--- src/dcm_pkg.sv ---
// dcm_pkg: constants shared by the dc measurement unit
// assumes nothing beyond a standard systemverilog compiler
`default_nettype none
package dcm_pkg;

  // register indices within a page; byte address is four times the index
  localparam logic [6:0] IDX_PAGE      = 7'h00;
  localparam logic [6:0] IDX_CTRL_ONE  = 7'h66;
  localparam logic [6:0] IDX_CTRL_TWO  = 7'h67;
  localparam logic [6:0] IDX_LEFT_HI   = 7'h68;
  localparam logic [6:0] IDX_LEFT_MID  = 7'h69;
  localparam logic [6:0] IDX_LEFT_LO   = 7'h6a;
  localparam logic [6:0] IDX_RIGHT_HI  = 7'h6b;
  localparam logic [6:0] IDX_RIGHT_MID = 7'h6c;
  localparam logic [6:0] IDX_RIGHT_LO  = 7'h6d;

  // the page that holds the measurement registers
  localparam logic [7:0] PAGE_DC = 8'h00;

  // reset values
  localparam logic [7:0] RST_PAGE     = 8'h00;
  localparam logic [7:0] RST_CTRL_ONE = 8'h00;
  localparam logic [7:0] RST_CTRL_TWO = 8'h00;

  // control one fields
  localparam int BIT_LEFT_EN  = 7;
  localparam int BIT_RIGHT_EN = 6;
  localparam int BIT_IIR_SEL  = 5;
  localparam int EXP_MSB      = 4;

  // control two fields
  localparam int BIT_FREEZE   = 6;
  localparam int BIT_CAPTURE  = 5;
  localparam int TIME_MSB     = 4;
  localparam logic [7:0] CTRL_TWO_MASK = 8'h7f;

  // exponent and averaging-time codes
  localparam logic [4:0] CODE_MAX  = 5'h14;
  localparam logic [4:0] CODE_ZERO = 5'h00;

  // datapath widths
  localparam int SAMPLE_W = 24;
  localparam int GUARD_W  = 20;
  localparam int ACC_W    = SAMPLE_W + GUARD_W;
  localparam int CNT_W    = 20;

endpackage

`default_nettype wire

--- src/dcm_top.sv ---
// dcm_top: paged apb register file and two dc measurement channels
// assumes adc samples and a modulator tick arrive synchronous to REF_CLK_I
//
// The APB register port is this design's own decision.
`timescale 1ns/100ps
`default_nettype none

// one measurement channel: moving average or first order iir
// both filters share one accumulator, since only one runs at a time
// the result register is the only state software ever sees
module dcm_chan (
  // clock and reset
  input  wire logic        clk_i,
  input  wire logic        rst_n_i,
  // configuration
  input  wire logic        en_i,
  input  wire logic        iir_sel_i,
  input  wire logic [4:0]  exp_i,
  input  wire logic        capture_i,
  input  wire logic        freeze_i,
  // sample stream
  input  wire logic        tick_i,
  input  wire logic        clear_i,
  input  wire logic [23:0] sample_i,
  // result
  output logic      [23:0] result_o
);

  // filter accumulator, block counter and visible result
  logic signed [dcm_pkg::ACC_W-1:0] acc_reg;
  logic signed [dcm_pkg::ACC_W-1:0] acc_next;
  logic        [dcm_pkg::CNT_W-1:0] cnt_reg;
  logic        [dcm_pkg::CNT_W-1:0] cnt_next;
  logic        [23:0]               result_reg;
  logic        [23:0]               result_next;

  // exponent code zero is reserved; it behaves as one sample
  // reserved codes are clamped so the shifters stay bounded
  wire  [4:0]  exp_eff = (exp_i > dcm_pkg::CODE_MAX) ? dcm_pkg::CODE_MAX : exp_i;
  wire  [20:0] span    = 21'h000001 << exp_eff;
  wire  [dcm_pkg::CNT_W-1:0] ma_last_cnt = 20'(span - 21'h000001);
  wire  ma_last = (cnt_reg == ma_last_cnt);
  wire  signed [dcm_pkg::ACC_W-1:0] x_ext =
    {{dcm_pkg::GUARD_W{sample_i[23]}}, sample_i};
  // moving average closes a block of 2^exponent samples
  wire  signed [dcm_pkg::ACC_W-1:0] ma_sum = acc_reg + x_ext;
  wire  [23:0] ma_out = 24'(ma_sum >>> exp_eff);
  // iir state carries exponent extra bits; output is state scaled down
  // a larger exponent gives a slower, smoother iir
  wire  signed [dcm_pkg::ACC_W-1:0] iir_y = acc_reg >>> exp_eff;
  wire  signed [dcm_pkg::ACC_W-1:0] iir_sum = acc_reg + x_ext - iir_y;
  wire  [23:0] iir_out = 24'(iir_y);
  wire  [23:0] iir_new = 24'(iir_sum >>> exp_eff);

  // next state of filter and result
  // a clear tick drops its sample so the state restarts from zero exactly
  // disable clears the filter but keeps the last result readable
  always_comb begin
    acc_next    = acc_reg;
    cnt_next    = cnt_reg;
    result_next = result_reg;
    if (!en_i) begin
      acc_next = '0;
      cnt_next = '0;
    end else if (iir_sel_i) begin
      cnt_next = '0;
      if (clear_i) begin
        acc_next = '0;
        if (capture_i && !freeze_i) begin
          result_next = iir_out;
        end
      end else if (tick_i) begin
        acc_next = iir_sum;
        if (!capture_i && !freeze_i) begin
          result_next = iir_new;
        end
      end
    end else if (tick_i) begin
      if (ma_last) begin
        acc_next = '0;
        cnt_next = '0;
        if (!freeze_i) begin
          result_next = ma_out;
        end
      end else begin
        acc_next = ma_sum;
        cnt_next = 20'(cnt_reg + 20'h00001);
      end
    end
  end

  // filter state; result holds its value across disable
  always_ff @(posedge clk_i or negedge rst_n_i) begin
    if (!rst_n_i) begin
      acc_reg    <= '0;
      cnt_reg    <= '0;
      result_reg <= 24'h000000;
    end else begin
      acc_reg    <= acc_next;
      cnt_reg    <= cnt_next;
      result_reg <= result_next;
    end
  end

  // result drives the read mux directly
  assign result_o = result_reg;

endmodule

// top: paged apb register file, shared period counter, two channels
// every access takes one wait state so the answer comes from flops
// off page zero only the page register can be read or written
module dcm_top (
  // clock and reset
  input  wire logic        REF_CLK_I,
  input  wire logic        RESET_N_I,
  // apb slave
  input  wire logic        PSEL_I,
  input  wire logic        PENABLE_I,
  input  wire logic        PWRITE_I,
  input  wire logic [8:0]  PADDR_I,
  input  wire logic [31:0] PWDATA_I,
  input  wire logic [3:0]  PSTRB_I,
  output logic      [31:0] PRDATA_O,
  output logic             PREADY_O,
  output logic             PSLVERR_O,
  // adc sample stream
  input  wire logic        ADC_TICK_I,
  input  wire logic [23:0] ADC_LEFT_I,
  input  wire logic [23:0] ADC_RIGHT_I
);

  // synchroniser, registers, answer flops and channel results
  logic        rst_meta_reg;
  logic        rst_sync_reg;
  logic [7:0]  page_reg;
  logic [7:0]  ctrl_one_reg;
  logic [7:0]  ctrl_two_reg;
  logic [31:0] prdata_reg;
  logic        pready_reg;
  logic        pslverr_reg;
  logic [dcm_pkg::CNT_W-1:0] period_reg;
  logic [dcm_pkg::CNT_W-1:0] period_next;
  logic [23:0] left_res;
  logic [23:0] right_res;

  // reset release through two flops; the first feeds only the second
  always_ff @(posedge REF_CLK_I or negedge RESET_N_I) begin
    if (!RESET_N_I) begin
      rst_meta_reg <= 1'b0;
      rst_sync_reg <= 1'b0;
    end else begin
      rst_meta_reg <= 1'b1;
      rst_sync_reg <= rst_meta_reg;
    end
  end

  // bus decode; one wait state so every output comes from a flop
  wire [6:0] idx      = PADDR_I[8:2];
  wire       misalign = (PADDR_I[1:0] != 2'h0);
  wire       acc_go   = PSEL_I & PENABLE_I & ~pready_reg;
  wire       acc_done = PSEL_I & PENABLE_I & pready_reg;
  wire       wr_ok    = acc_done & PWRITE_I & PSTRB_I[0] & ~pslverr_reg;
  wire       on_dc    = (page_reg == dcm_pkg::PAGE_DC);
  wire       wr_page  = wr_ok & (idx == dcm_pkg::IDX_PAGE);
  wire       wr_one   = wr_ok & on_dc & (idx == dcm_pkg::IDX_CTRL_ONE);
  wire       wr_two   = wr_ok & on_dc & (idx == dcm_pkg::IDX_CTRL_TWO);

  // read selection; reserved and foreign locations read zero
  // the page register answers on every page so software can get back
  wire [7:0] rd_byte =
    (idx == dcm_pkg::IDX_PAGE)                ? page_reg :
    !on_dc                                    ? 8'h00 :
    (idx == dcm_pkg::IDX_CTRL_ONE)            ? ctrl_one_reg :
    (idx == dcm_pkg::IDX_CTRL_TWO)            ? ctrl_two_reg :
    (idx == dcm_pkg::IDX_LEFT_HI)             ? left_res[23:16] :
    (idx == dcm_pkg::IDX_LEFT_MID)            ? left_res[15:8] :
    (idx == dcm_pkg::IDX_LEFT_LO)             ? left_res[7:0] :
    (idx == dcm_pkg::IDX_RIGHT_HI)            ? right_res[23:16] :
    (idx == dcm_pkg::IDX_RIGHT_MID)           ? right_res[15:8] :
    (idx == dcm_pkg::IDX_RIGHT_LO)            ? right_res[7:0] :
    8'h00;

  // apb handshake and read data
  // pslverr marks a misaligned address; such a write is dropped
  always_ff @(posedge REF_CLK_I or negedge rst_sync_reg) begin
    if (!rst_sync_reg) begin
      pready_reg  <= 1'b0;
      pslverr_reg <= 1'b0;
      prdata_reg  <= 32'h00000000;
    end else begin
      pready_reg  <= acc_go;
      pslverr_reg <= acc_go & misalign;
      if (acc_go) begin
        prdata_reg <= misalign ? 32'h00000000 : {24'h000000, rd_byte};
      end
    end
  end

  // control registers; result bytes have no write path
  // control two drops its top bit so it always reads back zero
  always_ff @(posedge REF_CLK_I or negedge rst_sync_reg) begin
    if (!rst_sync_reg) begin
      page_reg     <= dcm_pkg::RST_PAGE;
      ctrl_one_reg <= dcm_pkg::RST_CTRL_ONE;
      ctrl_two_reg <= dcm_pkg::RST_CTRL_TWO;
    end else begin
      if (wr_page) begin
        page_reg <= PWDATA_I[7:0];
      end
      if (wr_one) begin
        ctrl_one_reg <= PWDATA_I[7:0];
      end
      if (wr_two) begin
        ctrl_two_reg <= PWDATA_I[7:0] & dcm_pkg::CTRL_TWO_MASK;
      end
    end
  end

  // averaging period counter in modulator ticks
  // one counter serves both channels, so their clears stay aligned
  // reserved time codes clamp to the longest period rather than wrap
  wire [4:0]  t_code   = ctrl_two_reg[dcm_pkg::TIME_MSB:0];
  wire [4:0]  t_eff    = (t_code > dcm_pkg::CODE_MAX) ? dcm_pkg::CODE_MAX : t_code;
  wire [20:0] t_span   = 21'h000001 << t_eff;
  wire [dcm_pkg::CNT_W-1:0] t_last = 20'(t_span - 21'h000001);
  wire        iir_sel  = ctrl_one_reg[dcm_pkg::BIT_IIR_SEL];
  wire        finite   = (t_code != dcm_pkg::CODE_ZERO);
  wire        clr_now  = ADC_TICK_I & iir_sel & finite & (period_reg == t_last);

  // counter restarts whenever the period is off or has just closed
  always_comb begin
    period_next = period_reg;
    if (!iir_sel || !finite || clr_now) begin
      period_next = '0;
    end else if (ADC_TICK_I) begin
      period_next = 20'(period_reg + 20'h00001);
    end
  end

  // period counter state
  always_ff @(posedge REF_CLK_I or negedge rst_sync_reg) begin
    if (!rst_sync_reg) begin
      period_reg <= '0;
    end else begin
      period_reg <= period_next;
    end
  end

  // channel configuration straight from the control registers
  wire       left_en    = ctrl_one_reg[dcm_pkg::BIT_LEFT_EN];
  wire       right_en   = ctrl_one_reg[dcm_pkg::BIT_RIGHT_EN];
  wire [4:0] exp_code   = ctrl_one_reg[dcm_pkg::EXP_MSB:0];
  wire       capture_on = ctrl_two_reg[dcm_pkg::BIT_CAPTURE];
  wire       freeze_on  = ctrl_two_reg[dcm_pkg::BIT_FREEZE];

  // one channel instance per adc path
  // both channels see one tick, one clear and one set of filter settings; each has its own enable bit
  dcm_chan u_left (
    .clk_i     (REF_CLK_I),
    .rst_n_i   (rst_sync_reg),
    .en_i      (left_en),
    .iir_sel_i (iir_sel),
    .exp_i     (exp_code),
    .capture_i (capture_on),
    .freeze_i  (freeze_on),
    .tick_i    (ADC_TICK_I),
    .clear_i   (clr_now),
    .sample_i  (ADC_LEFT_I),
    .result_o  (left_res)
  );

  dcm_chan u_right (
    .clk_i     (REF_CLK_I),
    .rst_n_i   (rst_sync_reg),
    .en_i      (right_en),
    .iir_sel_i (iir_sel),
    .exp_i     (exp_code),
    .capture_i (capture_on),
    .freeze_i  (freeze_on),
    .tick_i    (ADC_TICK_I),
    .clear_i   (clr_now),
    .sample_i  (ADC_RIGHT_I),
    .result_o  (right_res)
  );

  // apb outputs come straight from their flops
  assign PRDATA_O  = prdata_reg;
  assign PREADY_O  = pready_reg;
  assign PSLVERR_O = pslverr_reg;

endmodule

`default_nettype wire

--- config.mk ---
export PLATFORM = sky130hd
export DESIGN_NAME = dcm_top
export DESIGN_NICKNAME = d
export VERILOG_FILES = /design/src/dcm_pkg.sv /design/src/dcm_top.sv
export SDC_FILE = /design/constraint.sdc
export NUM_CORES = 2
export LEC_CHECK = 0
export BUFFER_PORTS_ARGS = -buffer_cell sky130_fd_sc_hd__buf_2
export CAP_MARGIN = 20
export CELL_PAD_IN_SITES_DETAIL_PLACEMENT = 1
export CELL_PAD_IN_SITES_GLOBAL_PLACEMENT = 1
export CORE_AREA = 2 2 328 330
export DETAILED_ROUTE_END_ITERATION = 16
export DIE_AREA = 0 0 330 332
export PLACE_DENSITY_LB_ADDON = 0.1
export RECOVER_POWER = 25
export REMOVE_ABC_BUFFERS = 1
export SETUP_SLACK_MARGIN = 0.15
export SLEW_MARGIN = 10
export SYNTH_ARGS = -nofsm -noshare
export SYNTH_HDL_FRONTEND = slang
export SYNTH_SLANG_ARGS = --single-unit
--- constraint.sdc ---
create_clock -name REF_CLK_I -period 6.94 [get_ports REF_CLK_I]
set_clock_uncertainty 0.05 [all_clocks]
set_input_delay 2.082 -clock REF_CLK_I [delete_from_list [all_inputs] [get_ports REF_CLK_I]]
set_output_delay 2.082 -clock REF_CLK_I [all_outputs]
set_load 0.005 [all_outputs]
==> flow_summary_export.csv <==
group,metric,value,unit
timing,setup_ws,-0.3199,ns
global_route,antenna_found_initial,7,
timing,worst_hold_slack,0.2161,ns
placement,dp_hpwl,176000,um
placement,io_buffers,81,
cells_and_area,drive_gt1_share,34.50,%
synth,yosysTopAreaCell,"dfrtp_1",
synth,synthArstFlopShare,100.0,%
global_route,grt_use_total,40.60,%
synth,synth-compound-area-share,34.97,%
synth,synth_top_family_by_area,"compound AO/OA/AOI/OAI gates",
worst_setup_path,r2r.worst_path.cells,29,
detailed_routing,vias_per_cell,6.324,
clocking,htreeDepth,2,
floorplan,rows,120,
clocking,postCtsHoldBufs,0,
detailed_routing,drtPass1Iterations,14,
cells_and_area,area_delta_synth_final,44.61,%
floorplan,die_area,109600,um2
detailed_routing,ant_nets,0,
worst_setup_path,slowest_stage,"fa_2",
synth,synth_area_leaders,"dfrtp_1 (16%), mux2i_1 (6.9%), a21oi_1 (5.9%), nand2_1 (5.7%), nor2_1 (5.6%)",
worst_setup_path,crit_path_frequent_cell,"a21o_1",
clocking,cts_buffers,36,
floorplan,core,106300,um2
floorplan,boundaryPins,133,
timing,worst_pin_slew,3.552,ns
timing,post-route-period-util,104.6,%
synth,synth_seq_cells,231,
synth,yosysMostFrequentCell,"nand2_1",
synth,ys.warnings.count,0,
timing,setup_viol,31,
worst_setup_path,end_kind,"register",
synth,synth_area,36960,um2
synth,syn_area_per_cell,7.196,um2
timing,hold_violations,0,
synth,synth_flop_cell,"dfrtp_1",
worst_setup_path,crit_type,"in -> reg",
global_route,grt_pass1_wl,333800,um
synth,netlist-cell-type-count,110,
floorplan,start_util,34.77,%
detailed_routing,wire_per_inst,30.02,um
job,timing.max_cap.violations,2,
detailed_routing,drc,6,
synth,syn_inst,5136,
worst_setup_path,worstPathMaxFanout,4,
power,max-vdd-ir-drop,153.2,uV
cells_and_area,fin_area,53450,um2
global_route,grt_pass1_vias,49890,
global_route,grt_start_max_net_pins,127,
worst_setup_path,critPathArrivalTime,7.72,ns
cells_and_area,finalNetCount,6596,
synth,synth_mux_area_share,10.23,%
clocking,cts.sinks,231,
clocking,clk_pin_slew,0.06,ns
worst_setup_path,r2r_start,"ctrl_one_reg[4]",
clocking,clk_path_buf_depth,3,
floorplan,dieWidth,330,um
synth,synth_edf_count,0,
worst_setup_path,cp.required,7.40,ns
timing,fmax,137.7,MHz
synth,synth-seq-area-share,15.64,%
synth,synth-simple-area-share,21.68,%
timing,drv_slew,173,
power,total_power,5567,uW
detailed_routing,drt_iter0_markers,4233,
clocking,clk_latency,0.63,ns
placement,gp_congestion,1.027,
power,powerDensity,104.2,nW/um2
detailed_routing,wl,233100,um
timing,rsz0062_at_grt,"yes",
min_path,hp-class,"reg -> async",
global_route,gr-total-overflow,0,
worst_setup_path,reg2reg_setup_slack,-0.25,ns
worst_setup_path,start_kind,"input pin",
timing,period_needed,7.260,ns
detailed_routing,route.vias.total,49110,
status,status,"complete, but fails checks",
power,leakage,0.02444,uW
synth,yosys.area_share.adder,5.938,%
floorplan,dieHeight,332,um
worst_setup_path,crit_path_max_incr_delay,0.37,ns
status,violations,"design-rule violations, max-capacitance violations, max-slew violations, negative setup slack",
synth,yosysTopAreaCellShare,15.64,%
clocking,root_buffer,"clkbuf_16",
placement,place_area,47740,um2
synth,synth_common_cells,"nand2_1 (562), nor2_1 (551), a21oi_1 (438)",
synth,synth-xor-area-share,5.816,%
timing,relSlewSlack,-136.8,%
clocking,cts_tree,"done",
worst_setup_path,reg2reg_to,"u_right.result_o[12]",
## metrics by stage
step,cells,setup TNS [ns],setup slack [ns],utilization [%]
floorplan,4738,-1568.78,-11.46,-
global placement,7547,-92.41,-1.774,44.91
detailed placement,7547,-99.60,-1.866,44.91
CTS,7692,-4.939,-0.3716,48.44
global route,7761,-10.72,-0.4701,50.27
finish,7765,-3.371,-0.3199,50.28
## worst max-delay path, delay by kind of cell
kind	cells	cell delay [ns]
buf+inv	6	0.78
compound gates	15	2.99
simple gates	3	0.50
mux	1	0.29
xor+xnor	1	0.21
fa+ha+maj	3	0.84
## layer usage
layer  global-route usage, %  wire length [um]  vias to the layer above  part of all wire, %
li1                        -                 -                    21690                    -
met1                   48.94             91420                    24610                   39
met2                   66.57            107100                     2023                   46
met3                   6.175             15420                      771                  6.6
met4                   27.10             19110                        6                  8.2
met5                       0                34                        -                0.015
## placed cells by master, fill, tap and decap left out, drive strengths merged, types with 95 or more instances in the layout
cell	synthesis	routed
xor2	95	95
buf	142	1553
o211ai	118	118
a21o	120	120
o21ai	388	388
nand3	108	108
xnor2	140	140
dfrtp	231	231
nor3	119	119
nor2	552	552
a211oi	143	143
mux2i	255	255
a21oi	438	438
nand2	562	562
ha	161	161
## cell type report
class	instances	area (um2)
clock buffer	50	1045
clock inverter	13	166.4
tap	1403	1755
antenna	5	12.51
timing repair buffer	1556	12130
fill	13170	52860
multi-input combinational	4428	32230
inverter	79	301.5
sequential	231	5798
## kinds of logic (layout without fill, tap and decap cells)
group,after synthesis,after routing
compound gates,1906,1906
buf+inv,500,1698
mux,348,348
fa+ha+maj,175,175
other cells,2,30
simple gates,1735,1735
flops,231,231
xor+xnor,239,239
## power breakdown
group | internal, uW | switching [uW] | leakage, uW
clock network | 1170 | 871 | 0.000602
logic | 973 | 1180 | 0.0206
registers | 1360 | 15.1 | 0.00321
## worst max path at each step
stage          slack, ns       startpoint  cells after the start              endpoint
2_1_floorplan     -11.46  ctrl_one_reg[4]                     19   u_left.result_o[21]
6_report           -0.32   ADC_RIGHT_I[0]                     29  u_right.result_o[12]
3_5_place_dp       -1.87   ADC_RIGHT_I[0]                     29  u_right.result_o[12]
4_1_cts            -0.37   ADC_RIGHT_I[0]                     29  u_right.result_o[12]
5_1_grt            -0.47   ADC_RIGHT_I[1]                     32  u_right.result_o[12]
3_3_place_gp       -1.77   ADC_RIGHT_I[0]                     29  u_right.result_o[12]
## repair_timing
item                                    CTS  global route
endpoints found under the setup margin   80            67
setup buffers                            82            67
resized for setup                       378           277
pin swaps                               175           188
(Power assumes the default switching activity.)
